==> src/core/odsc_consts.svh <==
// Constants for the opcode decoder and execution-state calculator.
// Assumes inclusion by bare name from the core/ folder.
`ifndef ODSC_CONSTS_SVH
`define ODSC_CONSTS_SVH

// First-byte field of the first instruction word
`define ODSC_FB_HI 15
`define ODSC_FB_LO 8
`define ODSC_PAIR_BIT 7
`define ODSC_BRANCH_NIBBLE 4'h4

// Peripheral transfer encodings, told apart by bits below bit 7
`define ODSC_OPC_PERIPH 8'h6A
`define ODSC_PERIPH_SUB 3'h4

// States taken by one cycle
`define ODSC_ST_ONCHIP 6'h02
`define ODSC_ST_INTERNAL 6'h01
`define ODSC_ST_REG_BYTE 6'h03
`define ODSC_ST_REG_WORD 6'h06
`define ODSC_ST_EXT_BYTE_BASE 6'h03
`define ODSC_ST_EXT_WORD_BASE 6'h06

// Reset values
`define ODSC_RST_STATES 16'h0000

`endif

==> src/core/odsc_pkg.sv <==
// Types for the opcode decoder and execution-state calculator.
// Assumes nothing beyond a SystemVerilog compiler.
package odsc_pkg;

	typedef enum logic [3:0] {
		GRP_ILLEGAL, GRP_CONTROL, GRP_CCR, GRP_ARITH, GRP_LOGIC, GRP_SHIFT,
		GRP_XFER, GRP_PERIPH_READ, GRP_PERIPH_WRITE, GRP_BRANCH, GRP_MULDIV,
		GRP_SUBR, GRP_JUMP, GRP_BIT
	} odsc_group_type;

	// Order matches low nibble 0 to F of the short jumps
	typedef enum logic [3:0] {
		COND_ALWAYS, COND_NEVER, COND_HIGHER, COND_LOWER_SAME,
		COND_CARRY_CLEAR, COND_CARRY_SET, COND_NOT_EQUAL, COND_EQUAL,
		COND_OVF_CLEAR, COND_OVF_SET, COND_PLUS, COND_MINUS,
		COND_GREATER_EQUAL, COND_LESS, COND_GREATER, COND_LESS_EQUAL
	} odsc_cond_type;

	typedef enum logic [1:0] {
		LOC_ONCHIP, LOC_REGFIELD, LOC_EXTERNAL
	} odsc_loc_type;

	typedef struct packed {
		logic [3:0] fetch;
		logic [3:0] branchRead;
		logic [3:0] stack;
		logic [3:0] byteAccess;
		logic [3:0] wordAccess;
		logic [3:0] internalOp;
	} odsc_counts_type;

	typedef struct packed {
		odsc_loc_type fetch;
		odsc_loc_type branchRead;
		odsc_loc_type stack;
		odsc_loc_type byteAccess;
		odsc_loc_type wordAccess;
	} odsc_locs_type;

	typedef struct packed {
		odsc_group_type group;
		odsc_cond_type cond;
		logic paired;
		logic variant;
	} odsc_decode_type;

	typedef struct packed {
		logic valid;
		odsc_decode_type dec;
		logic [15:0] execStates;
	} odsc_state_type;

endpackage

==> src/core/odsc_state_calc.sv <==
// Combinational execution-state sum over the six cycle types.
// Assumes counts and locations are stable inputs from the same clock domain.
`timescale 1ns/10ps
`include "odsc_consts.svh"
module odsc_state_calc import odsc_pkg::*; (
	input wire odsc_counts_type counts,
	input wire odsc_locs_type locs,
	input wire logic [3:0] waitStates,
	output logic [15:0] execStates
);

	// States of one cycle from its access width and location
	function automatic logic [5:0] statesPerCycle(input logic isByte, input odsc_loc_type loc,
			input logic [3:0] m);
		logic [5:0] result;
		result = `ODSC_ST_ONCHIP;
		case (loc)
			LOC_REGFIELD: result = isByte ? `ODSC_ST_REG_BYTE : `ODSC_ST_REG_WORD;
			LOC_EXTERNAL: result = isByte ? 6'(`ODSC_ST_EXT_BYTE_BASE + {2'h0, m})
				: 6'(`ODSC_ST_EXT_WORD_BASE + {1'b0, m, 1'b0});
			default: result = `ODSC_ST_ONCHIP;
		endcase
		return result;
	endfunction

	function automatic logic [15:0] term(input logic [3:0] cnt, input logic [5:0] st);
		return 16'(16'(cnt) * 16'(st));
	endfunction

	// Zero counts contribute nothing
	always_comb begin
		execStates = term(counts.fetch, statesPerCycle(1'b0, locs.fetch, waitStates))
			+ term(counts.branchRead, statesPerCycle(1'b0, locs.branchRead, waitStates))
			+ term(counts.stack, statesPerCycle(1'b0, locs.stack, waitStates))
			+ term(counts.byteAccess, statesPerCycle(1'b1, locs.byteAccess, waitStates))
			+ term(counts.wordAccess, statesPerCycle(1'b0, locs.wordAccess, waitStates))
			+ term(counts.internalOp, `ODSC_ST_INTERNAL);
	end

endmodule // odsc_state_calc

==> src/core/odsc_decoder.sv <==
// Top: first-word opcode decoder with execution-state count, one cycle latency.
// Assumes all inputs come from logic on ref_clk; no pin synchronising needed.
//
// Function
// - Group chosen from bits 15 to 8
// - Shared first byte split by bit 7
// - Nibble 4 rows: sixteen short jump conditions
// - Alias jumps decode identical to base jumps
// - Stack push/pop decode as register transfer
// - Peripheral transfers separated by later bits
// - States are sum of count times per-cycle
// - External: byte 3+m, word 6+2m
// - Register field: byte 3, word 6
// - On-chip cycles 2, internal cycles 1
// - Unlisted cycle types count as zero
`timescale 1ns/10ps
`include "odsc_consts.svh"
module odsc_decoder import odsc_pkg::*; (
	input wire logic ref_clk,
	input wire logic rst_b,
	input wire logic instrValid,
	input wire logic [15:0] instrWord,
	input wire odsc_counts_type counts,
	input wire odsc_locs_type locs,
	input wire logic [3:0] waitStates,
	output logic decValid,
	output odsc_group_type group,
	output odsc_cond_type cond,
	output logic paired,
	output logic variant,
	output logic [15:0] execStates
);

	odsc_state_type state;
	odsc_state_type next_state;
	logic [15:0] sumStates;

	odsc_state_calc calc (
		.counts(counts),
		.locs(locs),
		.waitStates(waitStates),
		.execStates(sumStates)
	);

	// Groups of first bytes whose high nibble is not the short jump row
	function automatic odsc_group_type rowGroup(input logic [7:0] fb, input logic [15:0] w);
		odsc_group_type g;
		g = GRP_ILLEGAL;
		case (fb[7:4])
			4'h0: begin
				case (fb[3:0])
					4'h0, 4'h1: g = GRP_CONTROL;
					4'h2, 4'h3, 4'h4, 4'h5, 4'h6, 4'h7: g = GRP_CCR;
					4'hC, 4'hD: g = GRP_XFER;
					default: g = GRP_ARITH;
				endcase
			end
			4'h1: begin
				case (fb[3:0])
					4'h0, 4'h1, 4'h2, 4'h3: g = GRP_SHIFT;
					4'h4, 4'h5, 4'h6, 4'h7: g = GRP_LOGIC;
					4'hC, 4'hD: g = GRP_ARITH;
					default: g = GRP_ARITH;
				endcase
			end
			4'h2, 4'h3, 4'hF: g = GRP_XFER;
			4'h5: begin
				case (fb[3:0])
					4'h0, 4'h1: g = GRP_MULDIV;
					4'h4, 4'h5, 4'h6, 4'hC, 4'hD, 4'hE, 4'hF: g = GRP_SUBR;
					4'h9, 4'hA, 4'hB: g = GRP_JUMP;
					default: g = GRP_ILLEGAL;
				endcase
			end
			4'h6: begin
				case (fb[3:0])
					4'h0, 4'h1, 4'h2, 4'h3, 4'h7: g = GRP_BIT;
					4'h4, 4'h5, 4'h6: g = GRP_ILLEGAL;
					default: g = GRP_XFER;
				endcase
				if (fb == `ODSC_OPC_PERIPH && w[6:4] == `ODSC_PERIPH_SUB) begin
					g = w[`ODSC_PAIR_BIT] ? GRP_PERIPH_WRITE : GRP_PERIPH_READ;
				end
			end
			4'h7: begin
				case (fb[3:0])
					4'h0, 4'h1, 4'h2, 4'h3, 4'h4, 4'h5, 4'h6, 4'h7: g = GRP_BIT;
					4'hC, 4'hD, 4'hE, 4'hF: g = GRP_BIT;
					default: g = GRP_ILLEGAL;
				endcase
			end
			4'h8, 4'h9, 4'hA, 4'hB: g = GRP_ARITH;
			4'hC, 4'hD, 4'hE: g = GRP_LOGIC;
			default: g = GRP_ILLEGAL;
		endcase
		return g;
	endfunction

	// First bytes shared by two instructions
	function automatic logic isPaired(input logic [7:0] fb);
		logic p;
		p = 1'b0;
		case (fb)
			8'h10, 8'h11, 8'h12, 8'h13, 8'h17, 8'h67, 8'h74, 8'h75, 8'h76, 8'h77: p = 1'b1;
			default: p = 1'b0;
		endcase
		return p;
	endfunction

	function automatic odsc_decode_type decodeWord(input logic [15:0] w);
		odsc_decode_type d;
		logic [7:0] fb;
		fb = w[`ODSC_FB_HI:`ODSC_FB_LO];
		d.group = rowGroup(fb, w);
		d.cond = COND_ALWAYS;
		d.paired = isPaired(fb);
		d.variant = d.paired & w[`ODSC_PAIR_BIT];
		if (fb[7:4] == `ODSC_BRANCH_NIBBLE) begin
			d.group = GRP_BRANCH;
			d.cond = odsc_cond_type'(fb[3:0]);
		end
		return d;
	endfunction

	always_comb begin
		next_state = state;
		next_state.valid = instrValid;
		if (instrValid) begin
			next_state.dec = decodeWord(instrWord);
			next_state.execStates = sumStates;
		end
	end

	always_ff @(posedge ref_clk or negedge rst_b) begin
		if (!rst_b) begin
			state <= '{valid: 1'b0, dec: '{group: GRP_ILLEGAL, cond: COND_ALWAYS,
				paired: 1'b0, variant: 1'b0}, execStates: `ODSC_RST_STATES};
		end else begin
			state <= next_state;
		end
	end

	assign decValid = state.valid;
	assign group = state.dec.group;
	assign cond = state.dec.cond;
	assign paired = state.dec.paired;
	assign variant = state.dec.variant;
	assign execStates = state.execStates;
endmodule // odsc_decoder

==> config.mk <==
export PLATFORM = sky130hd
export DESIGN_NAME = odsc_decoder
export DESIGN_NICKNAME = d
export VERILOG_FILES = /design/src/core/odsc_pkg.sv /design/src/core/odsc_state_calc.sv /design/src/core/odsc_decoder.sv
export VERILOG_INCLUDE_DIRS = /design/src /design/src/core
export SDC_FILE = /design/constraint.sdc
export NUM_CORES = 1
export LEC_CHECK = 0
export ABC_AREA = 1
export BUFFER_PORTS_ARGS = -buffer_cell sky130_fd_sc_hd__buf_2
export CAP_MARGIN = 20
export CORE_MARGIN = 5
export CORE_UTILIZATION = 50
export DETAILED_ROUTE_END_ITERATION = 16
export PLACE_DENSITY = 0.72
export SETUP_SLACK_MARGIN = 0.5
export SLEW_MARGIN = 20
export SYNTH_ARGS = -nofsm -noshare
export SYNTH_HDL_FRONTEND = slang
export SYNTH_SLANG_ARGS = --single-unit
==> constraint.sdc <==
create_clock -name ref_clk -period 1.4 [get_ports ref_clk]
set_input_delay 0.21 -clock ref_clk [delete_from_list [all_inputs] [get_ports ref_clk]]
set_output_delay 0.21 -clock ref_clk [all_outputs]
set_load 0.01 [all_outputs]
==> key figures, run 1 <==
Die
  – DIE WIDTH: 115 um
  – Die area: 0.0132 mm2
  – I/O pin cnt: 84
  – Die height: 115 um
  – Row cnt: 38
  – Initial core utilization: 50.8%
  – Core area: 0.0108 mm2

Flow run
  – MaxCap Viol Count: 0

Critical path
  – Critical Path Slowest Stage Cell: fa_1
  – Worst R2R End: execStates[1]$_DFFE_PN0P_
  – CP bufs+invs: 8
  – Critical Path RT: 1.56 ns
  – Setup slack, reg-to-reg: 0.56 ns
  – Endpoint type of the worst setup path: flip-flop
  – Worst path top cell family by delay: adder cells
  – Crit path arrival time: 7.05 ns
  – Start point of the critical path: waitStates[0]
  – Critical path's most frequent cell: fa_1
  – CP Max Fanout: 4
  – Critical path launch point type: primary input
  – R2R cell count: 4
  – Worst path max stage delay: 0.57 ns
  – Reg2reg start: execStates[1]$_DFFE_PN0P_
  – Crit path kind: in -> reg

Timing
  – RSZ-0062 raised after global routing: true
  – Final worst-path cycle share: 492%
  – Count of pins over their slew limit: 0
  – Skew final: 0 ns
  – Final setup fails: 12
  – Fin. Hold Viols: 0
  – FMAX: 0.145 GHz
  – Final WS setup: -5.49 ns
  – Min Tclk post-route: 6.89 ns

Routing
  – First DRT Iteration DRCs: 283
  – DRT Pass-1 Iters: 5
  – Vias: 5369
  – Vias per cell: 4.93
  – Avg WL per Cell: 13.6 um
  – Antenna-violating nets left: 0
  – Routed Wire Length: 14.8 mm
  – DRC: 0

Pwr
  – Pwr Density: 2070 mW/mm2
  – Leakage power: 4.33 nW
  – Peak supply drop: 2.98 mV
  – Pwr Total: 0.0163 W

Synthesis
  – Yosys warns: 0
  – Register bit total from synthesis: 24
  – Post-synthesis simple-gate area fraction: 24.9%
  – XOR/XNOR Fraction of Synth Area: 0.954%
  – Seq/Total Area, Yosys: 10.9%
  – Main combinational cell family by area after synthesis: adder cells
  – Syn avg cell area: 7.32 um2
  – Post-synthesis mux area share: 0%
  – Post-Synthesis Cells: 752
  – Post-synthesis compound-gate area fraction: 4.50%
  – Post-Synth Adder-Cell Area: 45.5%
  – Synth cell types: 34
  – Mapped Area: 0.00551 mm2

Clock tree
  – CTS tree: yes
  – Max clock buf depth: 2
  – CTS Buf Count: 3
  – Clock transition at path regs: 0.08 ns
  – Worst-Skew Late Latency: 0.26 ns
  – Sink Count: 24
  – Root buf cell: clkbuf_8
  – Number of H-tree levels: 1

Finish
  – Total Nets Final: 1160
  – Storage cell area: 601 um2
  – Post-Layout Cell Count: 1088
  – Area of the multi-input gates: 0.00495 mm2
  – # diodes: 0
  – P&R area growth vs syn: 43.3%
  – Share of layout cells above drive strength 1: 36.7%
  – Fillers: 839

Hold path
  – Hold path cells: 3
  – Hold Path End: cond[2]$_DFFE_PN0P_
  – Hold WC Path Type: in -> reg
  – Hold_sp: instrWord[10]

Status
  – Failing checks: negative setup slack
  – Status: finished, violations left

Global route
  – Grt ovf: 0
  – Initial antenna violation count: 0
  – Largest net degree at the start of global routing: 25
  – Number of global-route vias before repair: 5708
  – First-pass GRT wire length: 25.0 mm
  – GRT Total Usage: 22.6%

Place
  – I/O Buffers: 76
  – GPL Wtd Cong: 0.922
  – Dpl hpwl: 12.2 mm
  – Placed Cells: 1071
## cell usage in the layout (no fill, tap or decap), drive strengths merged
cell         instances
dfrtp               24
a21o                 1
o21bai               2
a21boi               1
clkbuf               6
a211oi               6
nand3               28
a31oi                2
xor2                 2
a21oi               16
conb                 3
o22ai                1
nor3                 5
buf                195
nand4                4
inv                178
clkinv               1
nor2               131
fa                  77
dlygate4sd3          1
or2                  5
ha                  77
nand2              158
nand3b               4
clkinvlp             2
o21ai               14
xnor2                4
## kinds of logic after synthesis
| family | after synthesis |
|---|---|
| AOI/OAI and AO/OA | 43 |
| DFF | 24 |
| other | 1 |
| and+or+nand+nor | 335 |
| buffers and inverters | 189 |
| adders and majority gates | 154 |
| xor gates and xnor gates | 6 |
## power by group
part	internal [W]	switching, W	total (W)
sequential	0.000880	0.0000868	0.000967
combinational	0.00731	0.00758	0.0149
clock	0.000251	0.000204	0.000454
total	0.00844	0.00787	0.0163
## layer usage
layer  vias up  GRT usage [%]  routed length [um]  share of wire [%]
li1       2636              -                   -                  -
met1      2551           30.4                6370                 43
met2       156           40.0                7390                 50
met3        26           2.00                 718                4.9
met4         0           4.77                 307                2.1
met5         -              0                   0                  0
## Yosys cell counts
cell	count	share of area, %
o21bai_1	2	0.27
nand3b_1	4	0.55
nand2_2	1	0.11
o22ai_1	1	0.11
nand3_2	1	0.18
buf_2	2	0.18
inv_1	178	12
xnor2_1	4	0.64
nor2_2	6	0.68
clkinv_1	1	0.068
a21boi_0	1	0.14
nand3_1	27	2.5
a21oi_2	1	0.16
or2_2	4	0.45
conb_1	1	0.068
clkbuf_1	2	0.14
nor2_1	124	8.5
a21o_1	1	0.14
buf_4	4	0.55
xor2_1	2	0.32
nor2_4	1	0.20
fa_1	77	28
nand4_1	4	0.45
a211oi_1	6	0.82
nor3_2	1	0.18
o21ai_0	14	1.3
ha_1	77	17
inv_2	2	0.14
or2_1	1	0.11
dfrtp_1	24	11
a31oi_1	2	0.23
nor3_1	4	0.36
nand2_1	157	11
a21oi_1	15	1.4
## per-stage QoR
stage	util [%]	setup TNS, ns	instance area (um2)	hold WS [ns]	setup slack, ns
finish	72.8	-56.77	7890	0.252	-5.49
global route	72.8	-59.49	7890	0.250	-5.76
CTS	70.0	-56.46	7580	0.231	-5.41
detailed placement	66.6	-61.47	7220	0.213	-5.80
global placement	66.6	-60.45	7220	0.205	-5.70
floorplan	-	-55.64	5910	-0.0856	-5.38
## final cells by class
| cell class | count | area share (%) |
|---|---|---|
| well taps | 140 | 2.22 |
| multi-input cells | 541 | 62.7 |
| flip-flops and latches | 24 | 7.61 |
| inverters | 181 | 8.89 |
| clock buffers | 4 | 0.698 |
| repair buffers | 198 | 17.9 |
## worst register-to-register path, stage by stage (launching register included)
cell and delay, ns:
dfrtp_1 0.38, buf_4 0.13, buf_4 0.12, nand2_1 0.06, nand2_1 0.05
## flip-flops by register name (all words and copies together) (netlist names)
signal,count
cond,4
decValid,1
variant,1
paired,1
group,4
execStates,13
## timing repair
item | CTS | global route
cloned | 0 | 0
hold buffers | 1 | 0
endpoints found under the setup margin | 43 | 70
pin swaps | 42 | 46
setup buffers | 7 | 5
gates resized for setup | 58 | 68
hold endpoints to repair | 24 | 0
## how the worst max path moves through the flow
| stage | endpoint | slack [ns] | cells after the start |
|---|---|---|---|
| global placement | execStates[11]$_DFFE_PN0P_ | -5.70 | 31 |
| floorplan | execStates[10]$_DFFE_PN0P_ | -5.38 | 31 |
| global route | execStates[11]$_DFFE_PN0P_ | -5.76 | 35 |
| CTS | execStates[11]$_DFFE_PN0P_ | -5.41 | 35 |
| finish | execStates[11]$_DFFE_PN0P_ | -5.49 | 35 |
| detailed placement | execStates[9]$_DFFE_PN0P_ | -5.80 | 33 |
Note: power is estimated with default switching activity, not from simulation.
==> run 2: changes to the inputs <==
--- a/config.mk
+++ b/config.mk
@@ -10,9 +10,9 @@
 export BUFFER_PORTS_ARGS = -buffer_cell sky130_fd_sc_hd__buf_2
 export CAP_MARGIN = 20
 export CORE_MARGIN = 5
-export CORE_UTILIZATION = 50
+export CORE_UTILIZATION = 35
 export DETAILED_ROUTE_END_ITERATION = 16
-export PLACE_DENSITY = 0.72
+export GPL_ROUTABILITY_DRIVEN = 0
 export SETUP_SLACK_MARGIN = 0.5
 export SLEW_MARGIN = 20
 export SYNTH_ARGS = -nofsm -noshare
==> constraint.sdc (replaced) <==
create_clock -name ref_clk -period 1.4 [get_ports ref_clk]
set_input_delay 0.14 -clock ref_clk [delete_from_list [all_inputs] [get_ports ref_clk]]
set_output_delay 0.14 -clock ref_clk [all_outputs]
set_load 0.01 [all_outputs]
==> run 2 against run 1 <==
Against the previous run:
- global-route usage decreased by 6.8 points
- largest cell class unchanged
- wire length shrank 5.6%
- sequential power hardly changed
- first-iteration DRC count shrank 46%
- die area up 39%
- non-clock buffer count is 5 lower
- the run still ends with negative setup slack left
- clock power grew 81%
- sequential cell count unchanged
==> key figures, run 2 (synthesis results as in run 1) <==
Status
  – Status: finished, violations left
  – Failing checks: negative setup slack

Finish
  – Commonest non-fill, non-tap cells in the layout: 156 x inv_1, 136 x nand2_1, 108 x buf_4
  – Total Nets Final: 1155
  – Largest register FFs: 13
  – Share of layout cells above drive strength 1: 36.1%
  – P&R area growth vs syn: 46.4%
  – Final core utilization: 52.6%
  – Commonest non-fill, non-tap cell in the layout: inv_1
  – Post-layout instance area: 0.00806 mm2
  – # diodes: 0

Routing
  – Antenna-violating nets left: 0
  – First DRT Iteration DRCs: 154
  – Vias: 5097
  – Vias per cell: 4.42
  – DR WL met2: 6.57 mm
  – Routed Wire Length: 14.0 mm
  – DRC: 0
  – Met3 wire len: 666 um
  – Avg WL per Cell: 12.1 um
  – DRT Pass-1 Iters: 4
  – Top sig layer: met4
  – M1 WL: 6.62 mm

Die
  – DIE WIDTH: 135 um
  – I/O pin cnt: 84
  – Row cnt: 45
  – Core area: 0.0153 mm2
  – Initial core utilization: 36.0%
  – Die height: 135 um
  – Die area: 0.0183 mm2

Critical path
  – Worst path top cell family by delay: adder cells
  – Endpoint type of the worst setup path: flip-flop
  – Critical path launch point type: primary input
  – CP Max Fanout: 4
  – Critical Path RT: 1.55 ns
  – Start point of the critical path: waitStates[0]
  – Worst path max stage delay: 0.55 ns
  – CP bufs+invs: 7
  – Crit path arrival time: 6.89 ns
  – Critical Path Slowest Stage Cell: fa_1
  – Crit path kind: in -> reg
  – Reg2reg start: execStates[5]$_DFFE_PN0P_
  – Critical path's most frequent cell: fa_1

Global route
  – Initial antenna violation count: 0
  – Number of global-route vias before repair: 5297
  – First-pass GRT wire length: 24.4 mm
  – GRT Total Usage: 15.9%
  – Largest net degree at the start of global routing: 25
  – Grt ovf: 0

Timing
  – Final setup fails: 12
  – Skew final: 0 ns
  – RSZ-0062 raised after global routing: true
  – FMAX: 0.148 GHz
  – Min Tclk post-route: 6.74 ns
  – Count of pins over their slew limit: 0
  – Fin. Hold Viols: 0
  – Final worst-path cycle share: 481%
  – Worst hold slack: 0.165 ns
  – Final WS setup: -5.34 ns

Pwr
  – Leakage power: 4.30 nW
  – Peak supply drop: 3.04 mV
  – Pwr Density: 1950 mW/mm2

Hold path
  – Hold_sp: instrWord[10]
  – Hold WC Path Type: in -> reg

Place
  – Placed cell area: 0.00726 mm2
  – I/O Buffers: 76
  – Dpl hpwl: 12.1 mm

Flow run
  – MaxCap Viol Count: 0

Clock tree
  – Clock transition at path regs: 0.06 ns
  – Max clock buf depth: 2
  – Root buf cell: clkbuf_16
  – Number of H-tree levels: 1
  – Worst-Skew Late Latency: 0.26 ns
  – Sink Count: 24
  – CTS Buf Count: 3
  – CTS tree: yes
==> run 2: stage by stage <==
| step | TNS (ns) | cells | total power (W) | setup WS (ns) |
|---|---|---|---|---|
| after floorplan | -54.80 | 754 | 0.00976 | -5.31 |
| after global placement | -59.89 | 1136 | 0.0128 | -5.68 |
| after detailed placement | -60.26 | 1136 | 0.0128 | -5.72 |
| after CTS | -55.23 | 1145 | 0.0148 | -5.35 |
| after global routing | -57.83 | 1154 | 0.0172 | -5.64 |
| final | -54.97 | 1154 | 0.0157 | -5.34 |
==> run 2: final timing paths <==
kind | endpoint | slack (ns) | cells past startpoint
min in group asynchronous | cond[0]$_DFFE_PN0P_ | 0.36 | 2
setup reg to reg | execStates[5]$_DFFE_PN0P_ | 0.55 | 4
hold reg to reg | execStates[0]$_DFFE_PN0P_ | 0.47 | 2
setup / recovery | execStates[9]$_DFFE_PN0P_ | -5.34 | 32
hold / removal | cond[2]$_DFFE_PN0P_ | 0.17 | 3
max in group asynchronous | execStates[7]$_DFFE_PN0P_ | 0.78 | 2
==> run 2: per-layer routing <==
metal,up-vias,global-route usage (%)
li1,2626,-
met1,2365,22.9
met2,97,26.5
met3,9,1.78
met4,0,1.74
met5,-,0
==> run 2: report_power, final <==
| group | total [W] | switching (W) | leakage, nW | internal, W |
|---|---|---|---|---|
| logic | 0.0139 | 0.00700 | 3.94 | 0.00693 |
| clock network | 0.000823 | 0.000255 | 0.0511 | 0.000569 |
| registers | 0.000966 | 0.0000854 | 0.308 | 0.000881 |
| total | 0.0157 | 0.00734 | 4.30 | 0.00838 |
==> run 2: worst reg2reg max path, stage by stage, from the launching register on <==
cell     delay, ns
dfrtp_1       0.38
buf_4         0.13
buf_4         0.12
nand2_1       0.05
o21ai_1       0.06
==> run 2: timing repair <==
action,CTS,global route
pin swaps,29,40
endpoints found under the setup margin,39,67
hold buffers,1,0
resized for setup,47,80
buffers inserted,4,9
hold endpoints to repair,24,0
==> run 2: final cells by class <==
class / count / area [um2]
multi-input cells: 541 / 5010
repair buffers: 193 / 1390
well taps: 211 / 264
inverters: 181 / 698
flip-flops and latches: 24 / 601
fillers: 1472 / 7250
clock buffers: 3 / 75.1
clock inverters: 1 / 30.0
